$ cat src/inc/video_scale_convert_capture_defs.vh
// Function
// - Filter select 0: no luma filter, 3-tap chroma; 1: 3-tap luma and chroma.
// - Selects 2 and 4: two different 4-tap filters, each shared by luma and chroma; 3: 5-tap luma, 4-tap chroma.
// - Horizontal and vertical downscaling are configured and run independently.
// - Horizontal drop count 0..63 drops that many pixels per 64; zero passes all.
// - Vertical drop count 0..63 drops that many lines per 64; zero passes all.
// - Field duplicate mode set gives top and bottom fields different drop patterns.
// - Colour select: 00 YUV 4:2:2, 01 RGB 888, 10 RGB 565, 11 RGB 555.
// - Error diffusion bit enables quantisation error diffusion; advised for 15/16-bit RGB.
// - Video DMA issues writes only while bus-master enable and video DMA enable are set.
// - Writes land in a rectangle of field base, stride, height and width.
// - Field display select chooses both fields or the top field only.
// - Separate top and bottom bases allow two distinct rectangles.
// - In capture mode each 0-to-1 grab trigger transfers one frame or field.
// - Entering capture mode waits for vertical sync, then freezes the display.
// - With capture mode set and grab trigger clear, parameters may be rewritten.
// - After grab trigger is set, wait for vertical sync, then write two fields, or the top field only in top-only mode.
// - Device clears the grab trigger once the last captured field is written.
// - After capture mode clears, live display resumes at the next vertical sync.
`ifndef VIDEO_SCALE_CONVERT_CAPTURE_DEFS_VH
`define VIDEO_SCALE_CONVERT_CAPTURE_DEFS_VH

// ==========================================
// Register byte offsets
`define REG_CONTROL     5'h00
`define REG_SCALE       5'h04
`define REG_TOP_BASE    5'h08
`define REG_BOTTOM_BASE 5'h0C
`define REG_STRIDE      5'h10
`define REG_WINDOW      5'h14
`define REG_STATUS      5'h18

// ==========================================
// Control register fields
`define CTL_DMA_ON      0
`define CTL_FIELD_DISP  1
`define CTL_CAPTURE     2
`define CTL_GRAB        3
`define CTL_DUP         4
`define CTL_ERROR_DIFFUSION_ON      5
`define CTL_COLOR_LO    6
`define CTL_COLOR_HI    7
`define CTL_FILTER_LO   8
`define CTL_FILTER_HI   10

// ==========================================
// Reset values
`define RST_CONTROL     32'h00000000
`define RST_WORD        32'h00000000

// ==========================================
// Timing and geometry
`define GROUP_SIZE      7'h40
`define DUP_PHASE       6'h20
`define ACK_WAIT        1

`endif

$ cat src/core/video_scale_convert_capture.v
// Implementation choices: the register addresses and the Avalon-MM slave port.
`include "video_scale_convert_capture_defs.vh"
`default_nettype none

module video_scale_convert_capture #(
   parameter DIM_W = 12
) (
   // Clock and reset
   input  wire        clk,
   input  wire        reset,
   // Avalon-MM register slave (byte address)
   input  wire [4:0]  avsAddress,
   input  wire        avsRead,
   input  wire        avsWrite,
   input  wire [31:0] avsWriteData,
   output reg  [31:0] avsReadData,
   output wire        avsWaitRequest,
   // PCI configuration bus-master enable
   input  wire        busMasterEnable,
   // Video input, one pixel per beat, chroma alternates U then V
   input  wire        vidValid,
   output wire        vidReady,
   input  wire [7:0]  vidY,
   input  wire [7:0]  vidC,
   input  wire        vidLineStart,
   input  wire        vidVsync,
   input  wire        vidOddField,
   // DMA write words toward PCI
   output reg         dmaValid,
   input  wire        dmaReady,
   output reg  [31:0] dmaAddress,
   output reg  [31:0] dmaData
);

   // ==========================================
   // Helpers
   function dropHit;
      input [5:0] pos;
      input [5:0] cnt;
      reg   [11:0] a;
      reg   [11:0] b;
      begin
         a = {6'h00, pos} * {6'h00, cnt};
         b = a + {6'h00, cnt};
         dropHit = (a[11:6] != b[11:6]);
      end
   endfunction

   function [7:0] filt;
      input [2:0]  sel;
      input        luma;
      input [39:0] h;
      reg   [11:0] s;
      reg   [11:0] h0, h1, h2, h3, h4;
      begin
         h0 = {4'h0, h[7:0]};
         h1 = {4'h0, h[15:8]};
         h2 = {4'h0, h[23:16]};
         h3 = {4'h0, h[31:24]};
         h4 = {4'h0, h[39:32]};
         case (sel)
            3'h1: s = (h0 + (h1 << 1) + h2) >> 2;
            3'h2: s = (h0 + 12'h003 * h1 + 12'h003 * h2 + h3) >> 3;
            3'h3: s = luma ? (h0 + (h1 << 2) + 12'h006 * h2 + (h3 << 2) + h4) >> 4
                           : (h0 + 12'h003 * h1 + 12'h003 * h2 + h3) >> 3;
            3'h4: s = (h0 + h1 + h2 + h3) >> 2;
            // Select 0 passes luma straight through, so it stays aligned to its pixel
            default: s = luma ? h0 : (h0 + (h1 << 1) + h2) >> 2;
         endcase
         filt = s[7:0];
      end
   endfunction

   function [7:0] clamp;
      input signed [17:0] v;
      begin
         if (v < 0)
            clamp = 8'h00;
         else if (v > 18'sd255)
            clamp = 8'hFF;
         else
            clamp = v[7:0];
      end
   endfunction

   // ==========================================
   // Register file
   localparam [2:0] ST_LIVE = 3'h0, ST_FREEZE_WAIT = 3'h1, ST_FROZEN = 3'h2,
                    ST_GRAB_WAIT = 3'h3, ST_GRAB = 3'h4, ST_RESUME_WAIT = 3'h5;

   reg  [31:0] control;
   reg  [31:0] scale;
   reg  [31:0] topBase;
   reg  [31:0] bottomBase;
   reg  [31:0] stride;
   reg  [31:0] window;
   reg         ack;
   reg  [2:0]  state;
   reg  [1:0]  fieldsDone;
   reg         curBottom;
   wire        grabDone;

   wire        video_dma_on         = control[`CTL_DMA_ON];
   wire        field_display_select = control[`CTL_FIELD_DISP];
   wire        capture_mode         = control[`CTL_CAPTURE];
   wire        grab_trigger         = control[`CTL_GRAB];
   wire        field_dup_mode       = control[`CTL_DUP];
   wire        error_diffusion_on   = control[`CTL_ERROR_DIFFUSION_ON];
   wire [1:0]  color_convert_select = control[`CTL_COLOR_HI:`CTL_COLOR_LO];
   wire [2:0]  horiz_filter_select  = control[`CTL_FILTER_HI:`CTL_FILTER_LO];
   wire [5:0]  horiz_drop_count     = scale[5:0];
   wire [5:0]  vert_drop_count      = scale[13:8];
   wire [DIM_W-1:0] window_width    = window[DIM_W-1:0];
   wire [DIM_W-1:0] window_height   = window[16+DIM_W-1:16];

   wire        busReq  = avsRead | avsWrite;
   wire        doWrite = avsWrite & ack;
   wire        paramOpen = ~video_dma_on | (capture_mode & ~grab_trigger);

   // One wait state: request seen, answered on the next edge
   assign avsWaitRequest = busReq & ~ack;

   always @(posedge clk) begin
      if (reset) begin
         ack         <= 1'b0;
         avsReadData <= `RST_WORD;
         control     <= `RST_CONTROL;
         scale       <= `RST_WORD;
         topBase     <= `RST_WORD;
         bottomBase  <= `RST_WORD;
         stride      <= `RST_WORD;
         window      <= `RST_WORD;
      end else begin
         ack <= busReq & ~ack;
         if (avsRead & ~ack) begin
            case (avsAddress)
               `REG_CONTROL:     avsReadData <= control;
               `REG_SCALE:       avsReadData <= scale;
               `REG_TOP_BASE:    avsReadData <= topBase;
               `REG_BOTTOM_BASE: avsReadData <= bottomBase;
               `REG_STRIDE:      avsReadData <= stride;
               `REG_WINDOW:      avsReadData <= window;
               `REG_STATUS:      avsReadData <= {26'h0000000, fieldsDone, curBottom, state};
               default:          avsReadData <= `RST_WORD;
            endcase
         end
         if (doWrite && avsAddress == `REG_CONTROL) begin
            control[10:0] <= avsWriteData[10:0];
            // trigger only armed in capture mode
            control[`CTL_GRAB] <= avsWriteData[`CTL_GRAB] & avsWriteData[`CTL_CAPTURE];
         end else if (grabDone) begin
            control[`CTL_GRAB] <= 1'b0;
         end
         if (doWrite && paramOpen) begin
            case (avsAddress)
               `REG_SCALE:       scale <= {18'h00000, avsWriteData[13:8], 2'h0, avsWriteData[5:0]};
               `REG_TOP_BASE:    topBase <= {avsWriteData[31:2], 2'h0};
               `REG_BOTTOM_BASE: bottomBase <= {avsWriteData[31:2], 2'h0};
               `REG_STRIDE:      stride <= {avsWriteData[31:2], 2'h0};
               `REG_WINDOW:      window <= avsWriteData;
               default:          ;
            endcase
         end
      end
   end

   // ==========================================
   // Capture sequencer
   // top-only field gate
   wire       topOnly     = ~field_display_select;
   wire       fieldWanted = ~(topOnly & curBottom);
   wire [1:0] fieldsNeed  = topOnly ? 2'h1 : 2'h2;
   wire [1:0] fieldsNext  = fieldsDone + {1'b0, fieldWanted};
   reg  [2:0] next_state;

   assign grabDone = (state == ST_GRAB) & vidVsync & (fieldsNext >= fieldsNeed);

   always @* begin
      next_state = state;
      case (state)
         ST_LIVE:
            if (capture_mode)
               next_state = ST_FREEZE_WAIT;
         ST_FREEZE_WAIT:
            if (vidVsync)
               next_state = capture_mode ? ST_FROZEN : ST_LIVE;
         ST_FROZEN:
            if (grab_trigger)
               next_state = ST_GRAB_WAIT;
            else if (!capture_mode)
               next_state = ST_RESUME_WAIT;
         // grab starts at next vertical sync
         ST_GRAB_WAIT:
            if (vidVsync)
               next_state = ST_GRAB;
         ST_GRAB:
            if (grabDone)
               next_state = ST_FROZEN;
         // live display back at next vertical sync
         ST_RESUME_WAIT:
            if (vidVsync)
               next_state = capture_mode ? ST_FROZEN : ST_LIVE;
         default:
            next_state = ST_LIVE;
      endcase
   end

   always @(posedge clk) begin
      if (reset) begin
         state      <= ST_LIVE;
         fieldsDone <= 2'h0;
         curBottom  <= 1'b0;
      end else begin
         state <= next_state;
         if (vidVsync)
            curBottom <= vidOddField;
         // count one field or two per grab
         if (state == ST_GRAB_WAIT)
            fieldsDone <= 2'h0;
         else if (state == ST_GRAB && vidVsync)
            fieldsDone <= fieldsNext;
      end
   end

   wire streaming = (state == ST_LIVE) | (state == ST_FREEZE_WAIT) | (state == ST_GRAB);
   wire dmaAllowed = busMasterEnable & video_dma_on & streaming;

   // ==========================================
   // Input, filter and downscale
   wire        advance = ~dmaValid | dmaReady;
   wire        take    = vidValid & advance;
   reg  [39:0] yHist;
   reg  [31:0] uHist;
   reg  [31:0] vHist;
   reg         chromaV;
   reg  [5:0]  hPhase;
   reg  [5:0]  vPhase;
   reg  [DIM_W-1:0] pixCount;
   reg  [DIM_W-1:0] lineCount;
   reg         lineKeep;
   reg         firstLine;
   reg         s2Valid;
   reg         s2Start;
   reg  [7:0]  s2Y, s2U, s2V;

   assign vidReady = advance;

   // bottom field shifted half a group in duplicate mode
   wire [5:0] vPos      = (field_dup_mode & curBottom) ? vPhase + `DUP_PHASE : vPhase;
   wire       lineHit   = dropHit(vPos, vert_drop_count);
   wire       lineOk    = ~lineHit & (lineCount < window_height) & fieldWanted;
   wire       curKeep   = vidLineStart ? lineOk : lineKeep;
   wire       pixHit    = dropHit(vidLineStart ? 6'h00 : hPhase, horiz_drop_count);
   wire [DIM_W-1:0] pixUse = vidLineStart ? {DIM_W{1'b0}} : pixCount;
   wire       pixKeep   = curKeep & ~pixHit & (pixUse < window_width);
   wire [39:0] yNew     = {yHist[31:0], vidY};
   wire [31:0] uNew     = chromaV ? uHist : {uHist[23:0], vidC};
   wire [31:0] vNew     = chromaV ? {vHist[23:0], vidC} : vHist;

   always @(posedge clk) begin
      if (reset) begin
         yHist <= 40'h0000000000; uHist <= 32'h00000000; vHist <= 32'h00000000;
         chromaV <= 1'b0; hPhase <= 6'h00; vPhase <= 6'h00;
         pixCount <= {DIM_W{1'b0}}; lineCount <= {DIM_W{1'b0}};
         lineKeep <= 1'b0; firstLine <= 1'b1;
         s2Valid <= 1'b0; s2Start <= 1'b0;
         s2Y <= 8'h00; s2U <= 8'h00; s2V <= 8'h00;
      end else begin
         if (vidVsync) begin
            vPhase    <= 6'h00;
            lineCount <= {DIM_W{1'b0}};
            firstLine <= 1'b1;
         end
         if (advance)
            s2Valid <= 1'b0;
         if (take) begin
            yHist   <= yNew;
            uHist   <= uNew;
            vHist   <= vNew;
            chromaV <= vidLineStart ? 1'b1 : ~chromaV;
            hPhase  <= (vidLineStart ? 6'h00 : hPhase) + 6'h01;
            // line phase advances apart from pixel phase
            if (vidLineStart && !vidVsync) begin
               vPhase   <= vPhase + 6'h01;
               lineKeep <= lineOk;
               if (lineOk) begin
                  lineCount <= lineCount + {{(DIM_W-1){1'b0}}, 1'b1};
                  firstLine <= 1'b0;
               end
            end
            pixCount <= pixUse + {{(DIM_W-1){1'b0}}, pixKeep};
            s2Valid  <= pixKeep;
            s2Start  <= pixKeep & (pixUse == {DIM_W{1'b0}});
            s2Y <= filt(horiz_filter_select, 1'b1, yNew);
            s2U <= filt(horiz_filter_select, 1'b0, {8'h00, uNew});
            s2V <= filt(horiz_filter_select, 1'b0, {8'h00, vNew});
         end
      end
   end

   // ==========================================
   // Colour conversion and word packing
   wire signed [17:0] cy = {10'h000, s2Y};
   wire signed [17:0] cu = {10'h000, s2U} - 18'sd128;
   wire signed [17:0] cv = {10'h000, s2V} - 18'sd128;
   wire signed [17:0] mR = (18'sd359 * cv) >>> 8;
   wire signed [17:0] mG = (18'sd88 * cu + 18'sd183 * cv) >>> 8;
   wire signed [17:0] mB = (18'sd454 * cu) >>> 8;
   wire [7:0]  r8 = clamp(cy + mR);
   wire [7:0]  g8 = clamp(cy - mG);
   wire [7:0]  b8 = clamp(cy + mB);
   reg  [2:0]  errR, errG, errB;
   reg         halfFull;
   reg  [15:0] halfWord;
   reg  [7:0]  halfU;
   reg  [31:0] lineAddr;
   reg  [31:0] wordAddr;
   reg         lineStarted;

   // carry the truncated remainder into the next pixel
   wire [3:0]  eR = error_diffusion_on ? {1'b0, errR} : 4'h0;
   wire [3:0]  eG = error_diffusion_on ? {1'b0, errG} : 4'h0;
   wire [3:0]  eB = error_diffusion_on ? {1'b0, errB} : 4'h0;
   wire [8:0]  dR = {1'b0, r8} + {5'h00, eR};
   wire [8:0]  dG = {1'b0, g8} + {5'h00, (color_convert_select == 2'h2) ? {1'b0, eG[3:1]} : eG};
   wire [8:0]  dB = {1'b0, b8} + {5'h00, eB};
   wire [7:0]  qR = dR[8] ? 8'hFF : dR[7:0];
   wire [7:0]  qG = dG[8] ? 8'hFF : dG[7:0];
   wire [7:0]  qB = dB[8] ? 8'hFF : dB[7:0];
   wire [15:0] px565 = {qR[7:3], qG[7:2], qB[7:3]};
   wire [15:0] px555 = {1'b0, qR[7:3], qG[7:3], qB[7:3]};
   wire [15:0] px16  = (color_convert_select == 2'h2) ? px565 : px555;
   wire        wide  = (color_convert_select == 2'h1);
   wire        yuv   = (color_convert_select == 2'h0);
   wire        useHalf = s2Start ? 1'b0 : halfFull;
   // per-field base, then stride per kept line
   wire [31:0] fieldBase = curBottom ? bottomBase : topBase;
   wire [31:0] startAddr = (firstLine | ~lineStarted) ? fieldBase : lineAddr + stride;
   wire [31:0] curAddr   = s2Start ? startAddr : wordAddr;

   always @(posedge clk) begin
      if (reset) begin
         dmaValid <= 1'b0; dmaAddress <= `RST_WORD; dmaData <= `RST_WORD;
         errR <= 3'h0; errG <= 3'h0; errB <= 3'h0;
         halfFull <= 1'b0; halfWord <= 16'h0000; halfU <= 8'h00;
         lineAddr <= `RST_WORD; wordAddr <= `RST_WORD; lineStarted <= 1'b0;
      end else begin
         if (dmaReady)
            dmaValid <= 1'b0;
         if (vidVsync)
            lineStarted <= 1'b0;
         if (advance && s2Valid) begin
            errR <= (color_convert_select == 2'h0 || s2Start) ? 3'h0 : qR[2:0];
            errG <= (color_convert_select == 2'h2) ? {1'b0, qG[1:0]} : qG[2:0];
            errB <= s2Start ? 3'h0 : qB[2:0];
            if (s2Start) begin
               lineAddr    <= startAddr;
               lineStarted <= 1'b1;
            end
            if (wide || useHalf) begin
               // emit a word only when streaming is allowed
               dmaValid   <= dmaAllowed;
               dmaAddress <= curAddr;
               wordAddr   <= curAddr + 32'h00000004;
               if (wide)
                  dmaData <= {8'h00, qR, qG, qB};
               else if (yuv)
                  dmaData <= {s2Y, s2V, halfWord[15:8], halfU};
               else
                  dmaData <= {px16, halfWord};
               halfFull <= 1'b0;
            end else begin
               if (s2Start)
                  wordAddr <= startAddr;
               halfWord <= yuv ? {s2Y, 8'h00} : px16;
               halfU    <= s2U;
               halfFull <= 1'b1;
            end
         end
      end
   end

endmodule

`default_nettype wire

$ cat config.mk
export PLATFORM = sky130hd
export DESIGN_NAME = video_scale_convert_capture
export DESIGN_NICKNAME = d
export VERILOG_FILES = /design/src/core/video_scale_convert_capture.v
export VERILOG_INCLUDE_DIRS = /design/src /design/src/inc
export SDC_FILE = /design/constraint.sdc
export NUM_CORES = 2
export LEC_CHECK = 0
export BUFFER_PORTS_ARGS = -buffer_cell sky130_fd_sc_hd__buf_2
export CAP_MARGIN = 40
export CORE_MARGIN = 4
export CORE_UTILIZATION = 25
export CTS_BUF_LIST = sky130_fd_sc_hd__clkbuf_8 sky130_fd_sc_hd__clkbuf_16
export DETAILED_ROUTE_END_ITERATION = 12
export GPL_TIMING_DRIVEN = 1
export PLACE_DENSITY_LB_ADDON = 0.2
export SETUP_SLACK_MARGIN = 0.5
export SYNTH_ARGS = -nofsm -noshare
export SYNTH_HDL_FRONTEND = slang
export SYNTH_SLANG_ARGS = --single-unit
$ cat constraint.sdc
create_clock -name clk -period 18.6 [get_ports clk]
set_input_delay 3.72 -clock clk [delete_from_list [all_inputs] [get_ports clk]]
set_output_delay 3.72 -clock clk [all_outputs]
set_load 0.05 [all_outputs]
## Word level (Yosys, flattened, before mapping)

Index checks and enable logic that the tools add are counted.

| storage, ports and cells | value |
|---|---|
| flip-flop bits (word level) | 509 |
| output and inout bits | 99 |
| bits of input ports | 63 |

| cells by class | value |
|---|---|
| add/subtract/negate cells | 47 |
| reductions and logical operators | 27 |
| $mul | 13 |
| equal/unequal tests | 24 |
| mux-type cells | 67 |
| bitwise gates (word level) | 34 |
| magnitude comparators | 9 |

Operators by type and width:

| cell | count |
|---|---|
| $mux 32 | 8 |
| $pmux 32 s7 | 1 |
| $mux 8 | 9 |
| $mul 2x8->10 const A | 7 |
| $add 10x8->10 | 6 |
| $mux 12 | 5 |
| $add 8x10->11 | 4 |
| $mux 3 | 13 |
| $add 11x10->11 | 3 |
| $add 11x8->11 | 3 |
| $gt 11x9->1 const B | 3 |
| $lt 11x1->1 const B | 3 |
| $add 32x3->32 const B | 1 |
| $add 32x32->32 | 1 |
| $mux 16 | 2 |
| $pmux 8 s2 | 2 |
| $pmux 8 s4 | 1 |
| $add 8x9->10 | 3 |
| $add 9x8->10 | 3 |
| $mux 6 | 5 |
| $add 8x3->9 | 3 |
| $add 8x8->9 | 3 |
| $add 12x6->12 | 2 |
| $lt 12x12->1 | 2 |
| other kinds (47) | 128 |

## Depth between registers and ports, before layout

| logic depth | value |
|---|---|
| depth after elaboration | 12 |
| gate-level depth with buffers | 41 |

## Worst setup path after synthesis

OpenSTA, ideal clock, no wires.

| timing | value |
|---|---|
| kind | register to register |
| start | register s2U[1] |
| end | register dmaData[26] |
| setup time | 122 ps |
| arrival time | 8,730 ps |
| slack | 9,748 ps |
| stages on the path, launching flop included | 38 |
| path through | dfxtp_1 -> ha_1 -> inv_1 -> fa_1 -> inv_1 -> ha_1 -> a21oi_1 -> xnor2_1 -> fa_1 -> fa_1 -> inv_1 -> fa_1 -> ha_1 -> a21oi_1 -> o211ai_1 -> o22ai_1 -> nor2b_1 -> o21a_1 -> (+2 left out) -> o21a_1 -> o22ai_1 -> a31oi_1 -> a21o_1 -> or3_1 -> or3_1 -> and2_0 -> clkbuf_1 -> a21oi_1 -> ha_1 -> a21o_1 -> a21oi_1 -> nor2_1 -> mux2_2 -> and3_1 -> o21ai_0 -> a311oi_1 -> a221o_1 |

| on the way | value |
|---|---|
| word-level cells in the longest chain between the ends | 12 |

Ends and longest elaborated chain:

| element | RTL line | source |
|---|---|---|
| from (decl) | video_scale_convert_capture.v:244 | `reg [7:0] s2Y, s2U, s2V;` |
| from (signal assigned) | video_scale_convert_capture.v:295 | `s2U <= filt(horiz_filter_select, 1'b0, {8'h00, uNew});` |
| $sub 8x8->9 (*) | video_scale_convert_capture.v:304 | `wire signed [17:0] cu = {10'h000, s2U} - 18'sd128;` |
| $mul 5x9->14 (*) | video_scale_convert_capture.v:307 | `wire signed [17:0] mG = (18'sd88 * cu + 18'sd183 * cv) >>> 8;` |
| $add 17x18->18 (*) | video_scale_convert_capture.v:307 |  |
| $sub 9x10->11 (*) | video_scale_convert_capture.v:310 | `wire [7:0] g8 = clamp(cy - mG);` |
| $gt 11x9->1 | video_scale_convert_capture.v:79 | `else if (v > 18'sd255)` |
| $mux 8 | video_scale_convert_capture.v:79 |  |
| $mux 8 (*) | video_scale_convert_capture.v:77 | `if (v < 0)` |
| $add 8x3->9 (*) | video_scale_convert_capture.v:325 | `wire [8:0] dG = {1'b0, g8} + {5'h00, (color_convert_select == 2'h2) ? {1'b0, eG[3:1]} : eG};` |
| $mux 8 (*) | video_scale_convert_capture.v:328 | `wire [7:0] qG = dG[8] ? 8'hFF : dG[7:0];` |
| $mux 16 (*) | video_scale_convert_capture.v:332 | `wire [15:0] px16 = (color_convert_select == 2'h2) ? px565 : px555;` |
| $mux 32 (*) | video_scale_convert_capture.v:367 | `else if (yuv)` |
| $mux 32 (*) | video_scale_convert_capture.v:365 | `if (wide)` |
| to (signal assigned) | video_scale_convert_capture.v:366 | `dmaData <= {8'h00, qR, qG, qB};` |
| to (signal assigned) | video_scale_convert_capture.v:368 | `dmaData <= {s2Y, s2V, halfWord[15:8], halfU};` |
| to (signal assigned) | video_scale_convert_capture.v:370 | `dmaData <= {px16, halfWord};` |
| to (decl) | video_scale_convert_capture.v:32 | `output reg [31:0] dmaData` |

Every way passes the cells marked *; elsewhere a longest branch is shown, timed or not.
A chain may end at the register's enable or synchronous reset.

## Worst setup path after layout

| timing | value |
|---|---|
| start | register s2U[3] |
| end | register halfWord[8] |

| on the way | value |
|---|---|
| word-level cells in the longest chain between the ends | 11 |

Ends and longest elaborated chain:

| element | RTL line | source |
|---|---|---|
| $sub 8x8->9 (*) | video_scale_convert_capture.v:304 |  |
| $mul 5x9->14 (*) | video_scale_convert_capture.v:307 |  |
| $add 17x18->18 (*) | video_scale_convert_capture.v:307 |  |
| $sub 9x10->11 (*) | video_scale_convert_capture.v:310 |  |
| $gt 11x9->1 | video_scale_convert_capture.v:79 |  |
| $mux 8 | video_scale_convert_capture.v:79 |  |
| $mux 8 (*) | video_scale_convert_capture.v:77 |  |
| $add 8x3->9 (*) | video_scale_convert_capture.v:325 |  |
| $mux 8 (*) | video_scale_convert_capture.v:328 |  |
| $mux 16 (*) | video_scale_convert_capture.v:332 |  |
| $mux 16 (*) | video_scale_convert_capture.v:375 | `halfWord <= yuv ? {s2Y, 8'h00} : px16;` |
| to (signal assigned) | video_scale_convert_capture.v:375 |  |
| to (decl) | video_scale_convert_capture.v:314 | `reg [15:0] halfWord;` |

Marked as above.

==> reports/metrics.yaml <==
status: "finished clean"
max-slew-margin-rel_pct: 35.8
nets: 5649
synthArstFlopShare_pct: 0
p_per_area_mw_per_mm2: 127
finalHoldViolCount: 0
grt_max_degree: 182
yosys.area_share.simple_pct: 16.3
clk-insertion-delay-late_ns: 0.67
synth_nets: 5620
avgSynthCellArea_sq_um: 8.33
clock-root-buffer: "clkbuf_16"
drive_above_1_share_pct: 8.52
postSynthCellCount: 4908
die_x_microns: 412
routedWlPerCell_microns: 19.1
worstPathRequired_ns: 19.13
synth_top_family_by_area: "adder cells"
ir_drop_mv: 0.166
cts_buffers: 69
synth_edf_count: 0
vias: 34537
io_buffers: 161
clk_pin_slew_ns: 0.05
grt_pass1_wl_microns: 210000
slew_viol_final: 0
syn2layout_area_growth_pct: 13.2
dr.pass1.iters: 7
synth.most_common_cell: "nand2_1"
fmax_mhz: 98.9
crit_buf_inv: 3
worst_slew_pin_slew_ns: 0.951
crit_path_top_delay_cell: "a221oi_1"
die_height_microns: 412
setup_viol: 0
grt_usage_pct: 15.8
synth_area_leaders: "dfxtp_1, fa_1, ha_1, a21oi_1, nand2_1"
synthFlopType: "dfxtp_1"
fillerInstances: 17693
leakage_nw: 19.4
cap_violations: 0
yosysTopAreaCell: "dfxtp_1"
initial_core_util_pct: 25.1
cpPeakStageDelay_ns: 0.69
post_cts_buffers: 0
synthAdderAreaFrac_pct: 24.9
final.min_clock_period_ns: 10.11
cts_tree: "yes"
fin_setup_tns_ns: 0
cts_sinks: 509
placementRows: 148
hpwl_microns: 103000
yosys.cell_types.count: 103
grt_pass1_vias: 34482
finClkSkew_ns: 0.0443
synth-seq-cells: 509
critPathMaxFanout: 9
hold_class: "register to register"
post_cts_resized: 0
drt_wl_total_microns: 137000
synth.mux.area_fraction_pct: 3.76
cp_common_cell: "a21oi_1"
cp.arrival_ns: 10.64
syn_area_sq_mm: 0.0409
drc_errors: 0
core_area_sq_mm: 0.163
io_pins: 162
drtIter0Drc: 2261
synth_compound_area_share_pct: 20.0
whs_ns: 0.447
yosys.area_share.xor_xnor_pct: 4.13
critPathTopFamily: "adder cells"
drtAntennaViolNets: 0
start_kind: "register"
clock_path_buffers: 3
layout_worst_path_cycle_share_pct: 54.3
antenna_found_initial: 8
path_class: "register to register"
die-area_sq_mm: 0.170
grt-ovfl-total: 0
cp-end-kind: "register"
gp_congestion: 0.845
viasPerCell: 4.82
seq_area_frac_synth_pct: 24.9
h-tree-depth: 3
ys_warn_count: 0
synth_common_cells: "nand2_1, dfxtp_1, a21oi_1, nor2_1, inv_1"
rsz0062_at_grt: "no"
cts_hold_buf: 0
synth_top_cell_area_share_pct: 24.9
state kept, by name, summed over array words and instances, names as in the netlist, 11 cells and up:
name and cells:
avsReadData 32, wordAddr 32, bottomBase 30, window 32, uHist 32, vHist 32
lineCount 12, topBase 30, lineAddr 32, yHist 32, dmaData 32, dmaAddress 32
pixCount 12, stride 30, control 11, scale 12, halfWord 16
tightest hold or removal path: stages, from the launching register on:
cell and delay [ns]:
dfxtp_1 0.30, nand2_1 0.05, a21oi_1 0.05
stage by stage:
| stage | util, % | std cells | power [W] | setup slack (ns) | instance area (sq um) |
|---|---|---|---|---|---|
| 3_3_place_gp | 27.0 | 7036 | 0.00451 | 8.81 | 43800 |
| 6_report | 28.5 | 7164 | 0.00588 | 8.49 | 46300 |
| 4_1_cts | 28.5 | 7162 | 0.00592 | 8.65 | 46300 |
| 2_1_floorplan | - | 4908 | 0.00364 | 9.75 | 40900 |
| 3_5_place_dp | 27.0 | 7041 | 0.00448 | 8.73 | 43900 |
| 5_1_grt | 28.5 | 7163 | 0.00639 | 7.87 | 46300 |
cell usage in the layout, fill, tap and decap left out, types with 10 or more instances in the layout:
cell and n:
nand2_1 651, a21oi_1 508, dfxtp_1 505, inv_1 398, nor2_1 388, ha_1 373, fa_1 276, buf_2 160
o21ai_0 151, a211oi_1 134, xnor2_1 113, mux2i_1 107, xor2_1 80, a21o_1 73, clkbuf_16 70, a22oi_1 67
nor3_1 64, nor2b_1 63, nand3_1 59, and2_1 48, buf_4 46, a31oi_1 45, mux2_2 38, nand2b_1 36
o21bai_1 32, o21a_1 32, o22ai_1 32, or3_1 31, and3_1 28, a221oi_1 20, o211ai_1 19, nand4_1 19
nor4_1 16, clkbuf_8 16, or2_2 15, a211o_1 14, o31ai_1 13, a311oi_1 11, a31o_2 10
where the power goes:
group | internal (W) | total, W | switching, W | leakage, nW
clock network | 0.000812 | 0.00138 | 0.000569 | 1.21
logic | 0.00132 | 0.00336 | 0.00204 | 14.1
registers | 0.00111 | 0.00114 | 0.0000320 | 4.12
layout make-up:
class,instances,area (sq um),share of cell area [%]
antenna,2,5.00,0.0108
clock buffer,86,1970,4.26
clock inverter,35,372,0.803
inverter,386,1450,3.13
multi-input combinational,3759,28300,61.2
sequential,509,10200,22.0
tap,2175,2720,5.88
timing repair buffer,212,1250,2.71
logic make-up (layout without fill, tap and decap cells):
family	after synthesis	count (layout)
other cells	0	2
fa+ha+maj	649	649
flops	509	509
xor+xnor	193	193
mux	148	148
buf+inv	640	719
compound gates	1284	1284
simple gates	1485	1485
path summary, 6_finish.rpt:
check	from	to	slack, ns	cells past startpoint
setup / recovery	s2U[3]	halfWord[8]	8.49	36
hold / removal	wordAddr[10]	wordAddr[10]	0.45	2
setup reg to reg	s2U[3]	halfWord[8]	8.49	36
hold reg to reg	wordAddr[10]	wordAddr[10]	0.45	2
per-layer routing:
layer  track usage (%)  wire [microns]  vias up
met3              2.52            6170      158
met2              25.1           61100      673
met4              3.56            2940        4
met5                 0              27        -
met1              22.4           66600    16673
li1                  -               -    17029
(Power assumes the default switching activity.)
